## src/shared/fim_pkg.sv

```systemverilog
package fim_pkg;
    // register offsets (byte addresses, one 32-bit word each)
    localparam logic [7:0] REG_SETTINGS = 8'h00;
    localparam logic [7:0] REG_PHASE    = 8'h04;
    localparam logic [7:0] REG_STATUS   = 8'h08;
    localparam logic [7:0] REG_MASK     = 8'h0C;
    localparam logic [7:0] REG_LEVELS   = 8'h10;

    // settings field positions
    localparam int CFG_LSB      = 0;
    localparam int POL_PAIR_BIT = 2;
    localparam int IMP_PAIR_BIT = 3;
    localparam int POL_A_BIT    = 4;
    localparam int POL_B_BIT    = 5;
    localparam int IMP_A_BIT    = 6;
    localparam int IMP_B_BIT    = 7;

    // status bit positions
    localparam int ST_PAIR = 0;
    localparam int ST_A    = 1;
    localparam int ST_B    = 2;
    localparam int ST_LOCK = 3;

    // settings reset value: cfg 01, pair pol 0, pair impact 1, a/b pol 0, a/b impact 1
    localparam logic [7:0] SETTINGS_RESET = 8'hC9;
    localparam logic [3:0] MASK_RESET     = 4'h0;

    typedef enum logic [1:0] {
        FIM_CFG_OFF   = 2'b00,
        FIM_CFG_PAIR  = 2'b01,
        FIM_CFG_INDEP = 2'b10,
        FIM_CFG_AONLY = 2'b11
    } fim_cfg_e;

    typedef enum logic [0:0] {
        FIM_PH_INIT = 1'b0,
        FIM_PH_RUN  = 1'b1
    } fim_phase_e;
endpackage

```

## src/logic/fim_monitor.sv

```systemverilog
// Local design decisions: the address-and-strobe port and the address map.
`timescale 1ns/1ps
module fim_monitor (
    input  wire logic        clk_sys,
    input  wire logic        nrst,
    input  wire logic        faultInputA,
    input  wire logic        faultInputB,
    input  wire logic [7:0]  regAddr,
    input  wire logic [31:0] regWdata,
    input  wire logic        regWr,
    input  wire logic        regRd,
    output logic      [31:0] regRdata,
    output logic             failsafeOutputN,
    output logic             resetOutputN,
    output logic             irq
);
    typedef struct packed {
        logic [7:0]  settings;
        logic        phase;
        logic [3:0]  status;
        logic [3:0]  mask;
        logic [31:0] rdata;
        logic        failsafeN;
        logic        resetN;
        logic        irq;
    } fim_state_s;

    fim_state_s state;
    fim_state_s next_state;
    logic [1:0] syncIn;
    logic       inA;
    logic       inB;
    logic [1:0] cfg;
    logic       faultPair;
    logic       faultA;
    logic       faultB;
    logic       wantFs;
    logic       wantRst;
    logic       lockedWrite;

    fim_sync #(
        .WIDTH(2)
    ) u_sync (
        .clk_sys(clk_sys),
        .nrst   (nrst),
        .asyncIn({faultInputB, faultInputA}),
        .syncOut(syncIn)
    );

    assign inA = syncIn[0];
    assign inB = syncIn[1];
    assign cfg = state.settings[fim_pkg::CFG_LSB +: 2];

    always_comb
    begin
        faultPair = 1'b0;
        faultA    = 1'b0;
        faultB    = 1'b0;
        unique case (fim_pkg::fim_cfg_e'(cfg))
            fim_pkg::FIM_CFG_OFF:
            begin
                faultPair = 1'b0;
            end
            fim_pkg::FIM_CFG_PAIR:
            begin
                // complementary pair: any deviation from the healthy pattern faults
                if (state.settings[fim_pkg::POL_PAIR_BIT])
                    faultPair = inA | ~inB;
                else
                    faultPair = ~inA | inB;
            end
            fim_pkg::FIM_CFG_INDEP:
            begin
                faultA = inA ~^ state.settings[fim_pkg::POL_A_BIT];
                faultB = inB ~^ state.settings[fim_pkg::POL_B_BIT];
            end
            fim_pkg::FIM_CFG_AONLY:
            begin
                faultA = inA ~^ state.settings[fim_pkg::POL_A_BIT];
            end
        endcase
    end

    always_comb
    begin
        wantFs  = faultPair | faultA | faultB;
        wantRst = (faultPair & state.settings[fim_pkg::IMP_PAIR_BIT])
                | (faultA & state.settings[fim_pkg::IMP_A_BIT])
                | (faultB & state.settings[fim_pkg::IMP_B_BIT]);
    end

    assign lockedWrite = regWr && regAddr == fim_pkg::REG_SETTINGS && state.phase == fim_pkg::FIM_PH_RUN;

    always_comb
    begin
        next_state = state;
        // settings only change in init phase; later writes are dropped and flagged
        if (regWr && regAddr == fim_pkg::REG_SETTINGS && state.phase == fim_pkg::FIM_PH_INIT)
            next_state.settings = regWdata[7:0];
        // phase closes once and only reset reopens it
        if (regWr && regAddr == fim_pkg::REG_PHASE && regWdata[0])
            next_state.phase = fim_pkg::FIM_PH_RUN;
        if (regWr && regAddr == fim_pkg::REG_MASK)
            next_state.mask = regWdata[3:0];
        if (regWr && regAddr == fim_pkg::REG_STATUS)
            next_state.status = state.status & ~regWdata[3:0];
        // set wins over clear
        next_state.status[fim_pkg::ST_PAIR] = next_state.status[fim_pkg::ST_PAIR] | faultPair;
        next_state.status[fim_pkg::ST_A]    = next_state.status[fim_pkg::ST_A] | faultA;
        next_state.status[fim_pkg::ST_B]    = next_state.status[fim_pkg::ST_B] | faultB;
        next_state.status[fim_pkg::ST_LOCK] = next_state.status[fim_pkg::ST_LOCK] | lockedWrite;
        next_state.rdata = 32'h0000_0000;
        if (regRd)
        begin
            unique case (regAddr)
                fim_pkg::REG_SETTINGS: next_state.rdata = {24'h00_0000, state.settings};
                fim_pkg::REG_PHASE:    next_state.rdata = {31'h0000_0000, state.phase};
                fim_pkg::REG_STATUS:   next_state.rdata = {28'h000_0000, state.status};
                fim_pkg::REG_MASK:     next_state.rdata = {28'h000_0000, state.mask};
                fim_pkg::REG_LEVELS:   next_state.rdata = {30'h0000_0000, inB, inA};
                default:               next_state.rdata = 32'h0000_0000;
            endcase
        end
        next_state.failsafeN = ~wantFs;
        next_state.resetN    = ~wantRst;
        next_state.irq       = |(next_state.status & next_state.mask);
    end

    always_ff @(posedge clk_sys)
    begin
        if (!nrst)
        begin
            state           <= '0;
            state.settings  <= fim_pkg::SETTINGS_RESET;
            state.phase     <= fim_pkg::FIM_PH_INIT;
            state.mask      <= fim_pkg::MASK_RESET;
            state.failsafeN <= 1'b1;
            state.resetN    <= 1'b1;
        end
        else
            state <= next_state;
    end

    assign regRdata        = state.rdata;
    assign failsafeOutputN = state.failsafeN;
    assign resetOutputN    = state.resetN;
    assign irq             = state.irq;

    // pin levels two edges later reach the outputs one edge after that
    property p_pair_pol0;
        @(posedge clk_sys) disable iff (!nrst)
        (cfg == fim_pkg::FIM_CFG_PAIR && !state.settings[fim_pkg::POL_PAIR_BIT] && (!inA || inB)) |=> !failsafeOutputN;
    endproperty
    a_pair_pol0: assert property (p_pair_pol0) else $error("pair fault pol0 missed");

    property p_pair_pol1;
        @(posedge clk_sys) disable iff (!nrst)
        (cfg == fim_pkg::FIM_CFG_PAIR && state.settings[fim_pkg::POL_PAIR_BIT] && (inA || !inB)) |=> !failsafeOutputN;
    endproperty
    a_pair_pol1: assert property (p_pair_pol1) else $error("pair fault pol1 missed");

    property p_pair_impact;
        @(posedge clk_sys) disable iff (!nrst)
        (cfg == fim_pkg::FIM_CFG_PAIR && faultPair) |=> (resetOutputN == !$past(state.settings[fim_pkg::IMP_PAIR_BIT]));
    endproperty
    a_pair_impact: assert property (p_pair_impact) else $error("pair impact wrong");

    property p_off_quiet;
        @(posedge clk_sys) disable iff (!nrst)
        (cfg == fim_pkg::FIM_CFG_OFF) [*2] |-> failsafeOutputN && resetOutputN;
    endproperty
    a_off_quiet: assert property (p_off_quiet) else $error("monitoring off but output asserted");

    property p_a_indep;
        @(posedge clk_sys) disable iff (!nrst)
        (cfg[1] && inA == state.settings[fim_pkg::POL_A_BIT]) |=> !failsafeOutputN;
    endproperty
    a_a_indep: assert property (p_a_indep) else $error("input a fault missed");

    property p_b_indep;
        @(posedge clk_sys) disable iff (!nrst)
        (cfg == fim_pkg::FIM_CFG_INDEP && inB == state.settings[fim_pkg::POL_B_BIT]) |=> !failsafeOutputN;
    endproperty
    a_b_indep: assert property (p_b_indep) else $error("input b fault missed");

    property p_b_ignored;
        @(posedge clk_sys) disable iff (!nrst)
        (cfg == fim_pkg::FIM_CFG_AONLY && inA != state.settings[fim_pkg::POL_A_BIT]) |=> failsafeOutputN;
    endproperty
    a_b_ignored: assert property (p_b_ignored) else $error("input b not ignored");

    property p_a_impact;
        @(posedge clk_sys) disable iff (!nrst)
        (faultA && !faultB && !state.settings[fim_pkg::IMP_A_BIT]) |=> resetOutputN && !failsafeOutputN;
    endproperty
    a_a_impact: assert property (p_a_impact) else $error("input a impact wrong");

    property p_b_impact;
        @(posedge clk_sys) disable iff (!nrst)
        (faultB && state.settings[fim_pkg::IMP_B_BIT]) |=> !resetOutputN;
    endproperty
    a_b_impact: assert property (p_b_impact) else $error("input b impact wrong");

    property p_lock;
        @(posedge clk_sys) disable iff (!nrst)
        (state.phase == fim_pkg::FIM_PH_RUN && regWr && regAddr == fim_pkg::REG_SETTINGS) |=> $stable(state.settings);
    endproperty
    a_lock: assert property (p_lock) else $error("settings changed after init");

    // synchroniser clears on reset, so only compare once two clean edges have passed
    property p_sync_delay;
        @(posedge clk_sys) disable iff (!nrst)
        ($past(nrst, 1) && $past(nrst, 2)) |-> (syncIn == $past({faultInputB, faultInputA}, 2));
    endproperty
    a_sync_delay: assert property (p_sync_delay) else $error("sync path wrong");

    // each mode raises only its own fault terms
    property p_off_silent;
        @(posedge clk_sys) disable iff (!nrst)
        (cfg == fim_pkg::FIM_CFG_OFF) |-> !faultPair && !faultA && !faultB;
    endproperty
    a_off_silent: assert property (p_off_silent) else $error("fault raised while monitoring off");

    property p_pair_only;
        @(posedge clk_sys) disable iff (!nrst)
        (cfg == fim_pkg::FIM_CFG_PAIR) |-> !faultA && !faultB;
    endproperty
    a_pair_only: assert property (p_pair_only) else $error("single input fault in pair mode");

    property p_indep_nopair;
        @(posedge clk_sys) disable iff (!nrst)
        (cfg == fim_pkg::FIM_CFG_INDEP) |-> !faultPair;
    endproperty
    a_indep_nopair: assert property (p_indep_nopair) else $error("pair fault in independent mode");

    property p_aonly_b;
        @(posedge clk_sys) disable iff (!nrst)
        (cfg == fim_pkg::FIM_CFG_AONLY) |-> !faultB && !faultPair;
    endproperty
    a_aonly_b: assert property (p_aonly_b) else $error("input b fault while a only");

    property p_a_alone;
        @(posedge clk_sys) disable iff (!nrst)
        (cfg == fim_pkg::FIM_CFG_INDEP && inA == state.settings[fim_pkg::POL_A_BIT]) |-> faultA;
    endproperty
    a_a_alone: assert property (p_a_alone) else $error("input a fault not seen alone");

    property p_b_alone;
        @(posedge clk_sys) disable iff (!nrst)
        (cfg == fim_pkg::FIM_CFG_INDEP && inB == state.settings[fim_pkg::POL_B_BIT]) |-> faultB;
    endproperty
    a_b_alone: assert property (p_b_alone) else $error("input b fault not seen alone");

    // healthy levels must never trip the outputs
    property p_pair_ok0;
        @(posedge clk_sys) disable iff (!nrst)
        (cfg == fim_pkg::FIM_CFG_PAIR && !state.settings[fim_pkg::POL_PAIR_BIT] && inA && !inB)
            |=> failsafeOutputN && resetOutputN;
    endproperty
    a_pair_ok0: assert property (p_pair_ok0) else $error("healthy pair pol0 tripped");

    property p_pair_ok1;
        @(posedge clk_sys) disable iff (!nrst)
        (cfg == fim_pkg::FIM_CFG_PAIR && state.settings[fim_pkg::POL_PAIR_BIT] && !inA && inB)
            |=> failsafeOutputN && resetOutputN;
    endproperty
    a_pair_ok1: assert property (p_pair_ok1) else $error("healthy pair pol1 tripped");

    property p_indep_quiet;
        @(posedge clk_sys) disable iff (!nrst)
        (cfg == fim_pkg::FIM_CFG_INDEP && inA != state.settings[fim_pkg::POL_A_BIT]
            && inB != state.settings[fim_pkg::POL_B_BIT]) |=> failsafeOutputN && resetOutputN;
    endproperty
    a_indep_quiet: assert property (p_indep_quiet) else $error("healthy inputs tripped");

    // reset output never leaves without the fail-safe beside it
    property p_rst_with_fs;
        @(posedge clk_sys) disable iff (!nrst)
        !resetOutputN |-> !failsafeOutputN;
    endproperty
    a_rst_with_fs: assert property (p_rst_with_fs) else $error("reset out without failsafe");

    property p_pair_impact0;
        @(posedge clk_sys) disable iff (!nrst)
        (cfg == fim_pkg::FIM_CFG_PAIR && faultPair && !state.settings[fim_pkg::IMP_PAIR_BIT]) |=> resetOutputN;
    endproperty
    a_pair_impact0: assert property (p_pair_impact0) else $error("pair impact 0 drove reset");

    property p_a_impact1;
        @(posedge clk_sys) disable iff (!nrst)
        (faultA && state.settings[fim_pkg::IMP_A_BIT]) |=> !resetOutputN && !failsafeOutputN;
    endproperty
    a_a_impact1: assert property (p_a_impact1) else $error("input a impact 1 wrong");

    property p_b_impact0;
        @(posedge clk_sys) disable iff (!nrst)
        (faultB && !faultA && !state.settings[fim_pkg::IMP_B_BIT]) |=> resetOutputN && !failsafeOutputN;
    endproperty
    a_b_impact0: assert property (p_b_impact0) else $error("input b impact 0 wrong");

    // sticky status: a fault in the cycle of a clear still lands
    property p_status_pair;
        @(posedge clk_sys) disable iff (!nrst)
        faultPair |=> state.status[fim_pkg::ST_PAIR];
    endproperty
    a_status_pair: assert property (p_status_pair) else $error("pair fault not latched");

    property p_status_b;
        @(posedge clk_sys) disable iff (!nrst)
        faultB |=> state.status[fim_pkg::ST_B];
    endproperty
    a_status_b: assert property (p_status_b) else $error("input b fault not latched");

    // settings open only in init, restored by reset; the phase moves one way
    property p_init_write;
        @(posedge clk_sys) disable iff (!nrst)
        (state.phase == fim_pkg::FIM_PH_INIT && regWr && regAddr == fim_pkg::REG_SETTINGS)
            |=> (state.settings == $past(regWdata[7:0]));
    endproperty
    a_init_write: assert property (p_init_write) else $error("init write not taken");

    property p_lock_flag;
        @(posedge clk_sys) disable iff (!nrst)
        lockedWrite |=> state.status[fim_pkg::ST_LOCK];
    endproperty
    a_lock_flag: assert property (p_lock_flag) else $error("locked write not flagged");

    property p_phase_oneway;
        @(posedge clk_sys) disable iff (!nrst)
        (state.phase == fim_pkg::FIM_PH_RUN) |=> (state.phase == fim_pkg::FIM_PH_RUN);
    endproperty
    a_phase_oneway: assert property (p_phase_oneway) else $error("init phase reopened");

    property p_reset_defaults;
        @(posedge clk_sys)
        (nrst && !$past(nrst)) |-> (state.settings == fim_pkg::SETTINGS_RESET
            && state.phase == fim_pkg::FIM_PH_INIT && state.mask == fim_pkg::MASK_RESET);
    endproperty
    a_reset_defaults: assert property (p_reset_defaults) else $error("defaults not restored");
endmodule

```

## src/logic/fim_sync.sv

```systemverilog
`timescale 1ns/1ps
module fim_sync #(
    parameter int WIDTH = 2
) (
    input  wire logic             clk_sys,
    input  wire logic             nrst,
    input  wire logic [WIDTH-1:0] asyncIn,
    output logic      [WIDTH-1:0] syncOut
);
    typedef struct packed {
        logic [WIDTH-1:0] stage1;
        logic [WIDTH-1:0] stage2;
    } fim_sync_s;

    fim_sync_s state;
    fim_sync_s next_state;

    // stage1 feeds only stage2
    always_comb
    begin
        next_state.stage1 = asyncIn;
        next_state.stage2 = state.stage1;
    end

    always_ff @(posedge clk_sys)
    begin
        if (!nrst)
            state <= '0;
        else
            state <= next_state;
    end

    assign syncOut = state.stage2;
endmodule

```

## config.mk

```make
export PLATFORM = sky130hd
export DESIGN_NAME = fim_monitor
export DESIGN_NICKNAME = d
export VERILOG_FILES = /design/src/shared/fim_pkg.sv /design/src/logic/fim_monitor.sv /design/src/logic/fim_sync.sv
export SDC_FILE = /design/constraint.sdc
export NUM_CORES = 1
export LEC_CHECK = 0
export ABC_CLOCK_PERIOD_IN_PS = 1900
export BUFFER_PORTS_ARGS = -buffer_cell sky130_fd_sc_hd__buf_4
export CORE_MARGIN = 2
export CORE_UTILIZATION = 45
export DETAILED_ROUTE_END_ITERATION = 6
export HOLD_SLACK_MARGIN = 0.12
export PLACE_DENSITY_LB_ADDON = 0.05
export SLEW_MARGIN = 20
export SYNTH_ARGS = -nofsm -noshare
export SYNTH_HDL_FRONTEND = slang
export SYNTH_SLANG_ARGS = --single-unit
```

## constraint.sdc

```tcl
create_clock -name clk_sys -period 1.9 [get_ports clk_sys]
set_input_delay 0.38 -clock clk_sys [delete_from_list [all_inputs] [get_ports clk_sys]]
set_output_delay 0.38 -clock clk_sys [all_outputs]
set_load 0.01 [all_outputs]
```

== Word level (Yosys, flattened, before mapping) ==
Cells that the tools add are included.

* Register bits: 56
* Bits in latches: 0
* Memory bits (writable): 0
* ROM bits: 0
* Input bits: 46
* Output and inout bits: 35
* Logic and storage cells: 58
* Memories: 0

* Add/sub/neg operators: 0
* Multipliers: 0
* Divide/modulo/power cells: 0
* Order comparisons: 0
* Eq/ne operators: 7
* Shift operators: 0
* Muxes and demuxes: 7
* Bitwise gates (word level): 23
* Reductions and logical operators: 11

{| class="wikitable"
|+ Operators with widths
! cell !! count
|-
| 8-bit case mux with 5 select lines || 1
|-
| 8-bit by 4-bit == test with 1-bit output (second input constant) || 2
|-
| 1-bit OR || 10
|-
| 4-bit AND || 2
|-
| 8-bit by 3-bit == test with 1-bit output (second input constant) || 1
|-
| 8-bit by 5-bit == test with 1-bit output (second input constant) || 1
|-
| 8-bit logical NOT || 1
|-
| 4-bit two-way mux || 2
|-
| 1-bit logical AND || 7
|-
| 1-bit NOT || 5
|-
| 2-bit == test (second input constant) || 2
|-
| 1-bit two-way mux || 4
|-
| 4-bit NOT || 1
|-
| 4-bit OR reduction || 1
|-
| 1-bit AND || 3
|-
| 2-bit by 1-bit == test with 1-bit output (second input constant) || 1
|-
| 2-bit AND reduction || 1
|-
| 2-bit OR reduction || 1
|-
| 1-bit bitwise XNOR || 2
|}

== Depth between registers and ports, before layout ==
* Word-level depth: 8
* Mapped depth: 7
* Depth with buffers taken out: 5

== Hierarchy ==
Synthesis repeated with hierarchy kept, for this count alone.

* Cell total of the unflattened synthesis: 178
* Area total of the unflattened synthesis: 1621.6 um^2

{| class="wikitable"
|+ Modules (own cells, without submodules)
! module !! times used !! cells each !! area an instance (um^2) !! seq. area each (um^2)
|-
| fim_monitor || 1 || 170 || 1516.5 || 560.5
|-
| fim_sync || 1 || 8 || 105.1 || 80.1
|}

== Least setup slack after synthesis ==
Ideal clock, no wire load.

* Path kind: input-to-reg
* Start: input port regAddr[7]
* End: register state[47] (netlist name)
* Setup time: 127 ps
* Data arrival time: 1611 ps
* Required time: 1773 ps
* Slack: 162 ps
* Stages: 6
* Buffers on the path: 1
* Path through: nor4_4 nand2_1 nor4b_2 buf_6 mux2i_1 nand2_1

* Longest elaborated chain between the ends: 3

{| class="wikitable"
|+ Ends and longest elaborated chain
! what !! RTL line !! text
|-
| from (decl) || fim_monitor.sv:8 || <nowiki>input wire logic [7:0] regAddr,</nowiki>
|-
| 8-bit logical NOT || fim_monitor.sv:98 || <nowiki>if (regWr && regAddr == fim_pkg::REG_SETTINGS && state.phase == fim_pkg::FIM_PH_INIT)</nowiki>
|-
| 1-bit logical AND (2 in series) || fim_monitor.sv:98 ||
|-
| to (signal assigned) || fim_monitor.sv:141 || <nowiki>state <= next_state;</nowiki>
|-
| to (decl) || fim_monitor.sv:28 || <nowiki>fim_state_s state;</nowiki>
|}

No other way between the ends.
A chain may end at the register's enable or synchronous reset.

== Worst setup path after layout ==
* Start: register u_sync.state, in the netlist u_sync.syncOut[0]
* End: register state, in the netlist irq

* Longest elaborated chain between the ends: 7
* Elaborated cells between the ends (all ways): 11
* Classes of those cells: mux (3); bitwise (7); reduce/logical (1)

{| class="wikitable"
|+ Ends and longest elaborated chain
! what !! RTL line !! text
|-
| from (decl) || fim_sync.sv:15 || <nowiki>fim_sync_s state;</nowiki>
|-
| from (signal assigned) || fim_sync.sv:30 || <nowiki>state <= next_state;</nowiki>
|-
| 1-bit NOT || fim_monitor.sv:70 || <nowiki>faultPair = ~inA | inB;</nowiki>
|-
| 1-bit OR || fim_monitor.sv:70 ||
|-
| 1-bit two-way mux || fim_monitor.sv:67 || <nowiki>if (state.settings[fim_pkg::POL_PAIR_BIT])</nowiki>
|-
| 1-bit two-way mux || fim_monitor.sv:59 || <nowiki>unique case (fim_pkg::fim_cfg_e'(cfg))</nowiki>
|-
| 1-bit OR || fim_monitor.sv:108 || <nowiki>next_state.status[fim_pkg::ST_PAIR] = next_state.status[fim_pkg::ST_PAIR] | faultPair;</nowiki>
|-
| 4-bit AND (*) || fim_monitor.sv:126 || <nowiki>next_state.irq = |(next_state.status & next_state.mask);</nowiki>
|-
| 4-bit OR reduction (*) || fim_monitor.sv:126 ||
|}

Every way passes the cells marked *; elsewhere a longest branch is shown, timed or not.

==> metrics.md <==
| Metric | Value |
|---|---|
| Status | `complete, no violations` |
| Final hold violations | `0` |
| CTS Sinks | `32` |
| Worst Hold Class | `input port to flop` |
| CP max FO | `4` |
| Sequential Power Share | `0.558` |
| Largest net degree at the start of global routing | `14` |
| TritonRoute pass-1 iters | `4` |
| Post-synth top cells | `buf_4 (32), dfxtp_1 (32), nor2_1 (20)` |
| Post-DP Area | `1777 um^2` |
| Fin crit share | `0.8900` |
| Ys flop type | `dfxtp_1` |
| CP Launch Type | `flop` |
| Initial Util | `0.4717` |
| Die Y | `63.38 um` |
| # fillers | `334` |
| Total power | `1.224 mW` |
| CP Class | `flop to flop` |
| First-pass GRT wire length | `5147 um` |
| Internal power | `919.6 uW` |
| WHS | `0.2510 ns` |
| Synth Warn # | `0` |
| Asr flop ratio synth | `0` |
| I/O pins | `81` |
| Routed Antenna Nets | `0` |
| Post-CTS setup buffers | `0` |
| Final-report setup violation count | `0` |
| Root buffer cell | `clkbuf_4` |
| Top cells by area, synth | `dfxtp_1 (40%), buf_4 (15%), mux2i_1 (8.2%)` |
| WP data required | `2.19 ns` |
| Headroom to the max-slew limit | `0.6590` |
| Max cap viols | `0` |
| Worst reg2reg path depth | `6` |
| Initial antenna violation count | `0` |
| Initial drt markers | `37` |
| Cell count after synthesis | `167` |
| Final-stage net count | `247` |
| Crit path DAT | `1.98 ns` |
| #FFs+latches synth | `32` |
| Area leader, netlist | `dfxtp_1` |
| Post-detailed-route wirelength per cell | `12.85 um` |
| Synth Area per Inst | `9.500 um^2` |
| R2R Path Start | `u_sync.syncOut[0]$_SDFF_PN0_` |
| Dpl hpwl | `2369 um` |
| Sw frac | `0.2488` |
| VDD IR max | `0.0003231 V` |
| Slowest CP cell | `a2111oi_1` |
| Setup Total Neg Slack | `0 ns` |
| Cts repair resizes | `0` |
| Synthesized area | `1587 um^2` |
| GRT Resource Usage Total | `0.1687` |
| Reg2reg end | `irq$_SDFF_PN0_` |
| Drt drc | `0` |
| Leak | `0.8000 nW` |
| Share of layout cells above drive strength 1 | `0.2822` |
| CTS Hold Buffers Added | `0` |
| Clock latency on the worst-skew pair | `0.34 ns` |
| Post-synth EDFFs | `0` |
| Slowest stage delay, CP | `0.50 ns` |
| Sw power | `304.5 uW` |
| Site Rows | `21` |
| TritonCTS clock tree | `done` |
| Vias | `1199` |
| Clock skew | `0.007926 ns` |
| CP endpoint kind | `flop` |
| FMAX | `591.4 MHz` |
| Die ar. | `4016 um^2` |
| Gpl congestion | `0.8136` |
| Htree depth | `2` |
| DRT Wirelength | `3187 um` |
| Area grow syn2layout | `15.69%` |
| N_diodes | `0` |
| Reg-to-reg slack, setup | `0.21 ns` |
| Area of the core | `3363 um^2` |
| Area share of the largest cell type after synthesis | `0.4038` |
| Gr ovfl total | `0` |
| Logic pwr share | `0.108` |
| CTS buffer count | `5` |
| CP Launch Point | `u_sync.syncOut[0]$_SDFF_PN0_` |
| Post-route cell area | `1836 um^2` |
| CP Capture Point | `irq$_SDFF_PN0_` |
| Bufs on Longest Clock Path | `2` |
| Clock-pin transition on the worst setup and hold timing paths | `0.10 ns` |
| Critical path cell sequence | `and3b_1 -> a2111oi_1 -> buf_4 -> a21oi_1 -> o22ai_1 -> o31a_1` |
| Vias/cell | `4.835` |
| Sequential share of the synthesized area | `0.4038` |
| PortBufs | `32` |
| Pins Over Slew Limit | `0` |
| Power share of the clock group | `0.333` |
| Synth cell types | `42` |
| Tightest Pin Transition | `0.5103 ns` |
| Die width | `63.38 um` |
| Final min period | `1.691 ns` |
| Power Density | `666.9 nW/um^2` |
| RSZ-0062 raised after global routing | `false` |
| Vias in the first global route | `1112` |
[layout make-up]
cell class | instances | area, um^2 | area share
inverter | 2 | 7.507 | 0.004090
multi-input combinational | 117 | 748.2 | 0.4076
tap | 46 | 57.56 | 0.03136
timing repair buffer | 43 | 322.8 | 0.1759
clock buffer | 8 | 58.81 | 0.03204
sequential | 32 | 640.6 | 0.3490
[critical path, delay by kind of cell (launching register included)]
kind,cells,cell delay (ns)
compound gates,4,0.84
flops,1,0.41
simple gates,1,0.20
buf+inv,1,0.20
[cells by family after synthesis]
family / synth area share
other: 0.002364
flip-flops: 0.4038
buffers and inverters: 0.1790
XOR/XNOR: 0.01104
AO/OA/AOI/OAI: 0.08202
AND/OR/NAND/NOR: 0.2185
multiplexers: 0.1033
[worst min path at each step]
| stage | startpoint | to | slack (ns) | cells after the start |
|---|---|---|---|---|
| 3_3_place_gp | u_sync.next_state[0]$_SDFF_PN0_ | u_sync.syncOut[0]$_SDFF_PN0_ | 0.42 | 1 |
| 3_5_place_dp | u_sync.next_state[0]$_SDFF_PN0_ | u_sync.syncOut[0]$_SDFF_PN0_ | 0.43 | 1 |
| 2_1_floorplan | u_sync.next_state[0]$_SDFF_PN0_ | u_sync.syncOut[0]$_SDFF_PN0_ | 0.41 | 1 |
| 4_1_cts | faultInputB | u_sync.next_state[1]$_SDFF_PN0_ | 0.24 | 2 |
| 5_1_grt | faultInputB | u_sync.next_state[1]$_SDFF_PN0_ | 0.24 | 2 |
| 6_report | faultInputB | u_sync.next_state[1]$_SDFF_PN0_ | 0.25 | 2 |
[layout by cell type (no fill, tap or decap), drive strengths merged]
| cell | instances |
|---|---|
| a41oi | 1 |
| a222oi | 1 |
| mux4 | 1 |
| o21ai | 1 |
| a21oi | 3 |
| inv | 2 |
| nor2 | 20 |
| a2111oi | 1 |
| nand3 | 2 |
| nor4 | 3 |
| o31ai | 1 |
| a211oi | 2 |
| nand2 | 7 |
| nand4 | 5 |
| mux2 | 1 |
| nor2b | 4 |
| nor3b | 1 |
| conb | 24 |
| and3b | 1 |
| o31a | 1 |
| mux2i | 13 |
| and2b | 1 |
| and2 | 9 |
| nor3 | 2 |
| o211ai | 1 |
| a22oi | 1 |
| and3 | 1 |
| buf | 43 |
| a32o | 1 |
| o22ai | 1 |
| a31oi | 3 |
| nor4b | 1 |
| nand2b | 1 |
| clkbuf | 8 |
| xnor2 | 2 |
| dfxtp | 32 |
[stage by stage]
step,worst slack (ns),std cells,utilization
floorplan,0.1619,190,-
global placement,-0.01066,240,0.5283
detailed placement,0.01249,240,0.5283
CTS,0.2039,248,0.5458
global route,0.04377,248,0.5458
finish,0.2091,248,0.5458
[per-layer routing]
| metal | part of all wire | vias to the layer above | track usage |
|---|---|---|---|
| met3 | 0.068 | 5 | 0.06607 |
| met4 | 0.019 | 0 | 0.07337 |
| met5 | 0 | - | 0 |
| met2 | 0.45 | 42 | 0.2605 |
| met1 | 0.46 | 561 | 0.2078 |
| li1 | - | 591 | - |
[power groups by stage]
stage | Sequential, mW | Combinational [mW] | Clock, mW
CTS | 0.683 | 0.132 | 0.415
detailed placement | 0.699 | 0.132 | 0
global placement | 0.699 | 0.130 | 0
finish | 0.683 | 0.133 | 0.408
global route | 0.685 | 0.145 | 0.447
floorplan | 0.699 | 0.103 | 0
[flip-flops by register name, indices dropped and copies added, names as in the netlist]
| register | cells |
|---|---|
| state | 15 |
| cfg | 2 |
| u_sync.syncOut | 2 |
| failsafeOutputN | 1 |
| u_sync.next_state | 2 |
| irq | 1 |
| regRdata | 8 |
| resetOutputN | 1 |
Power figures use the tool's default switching activity.
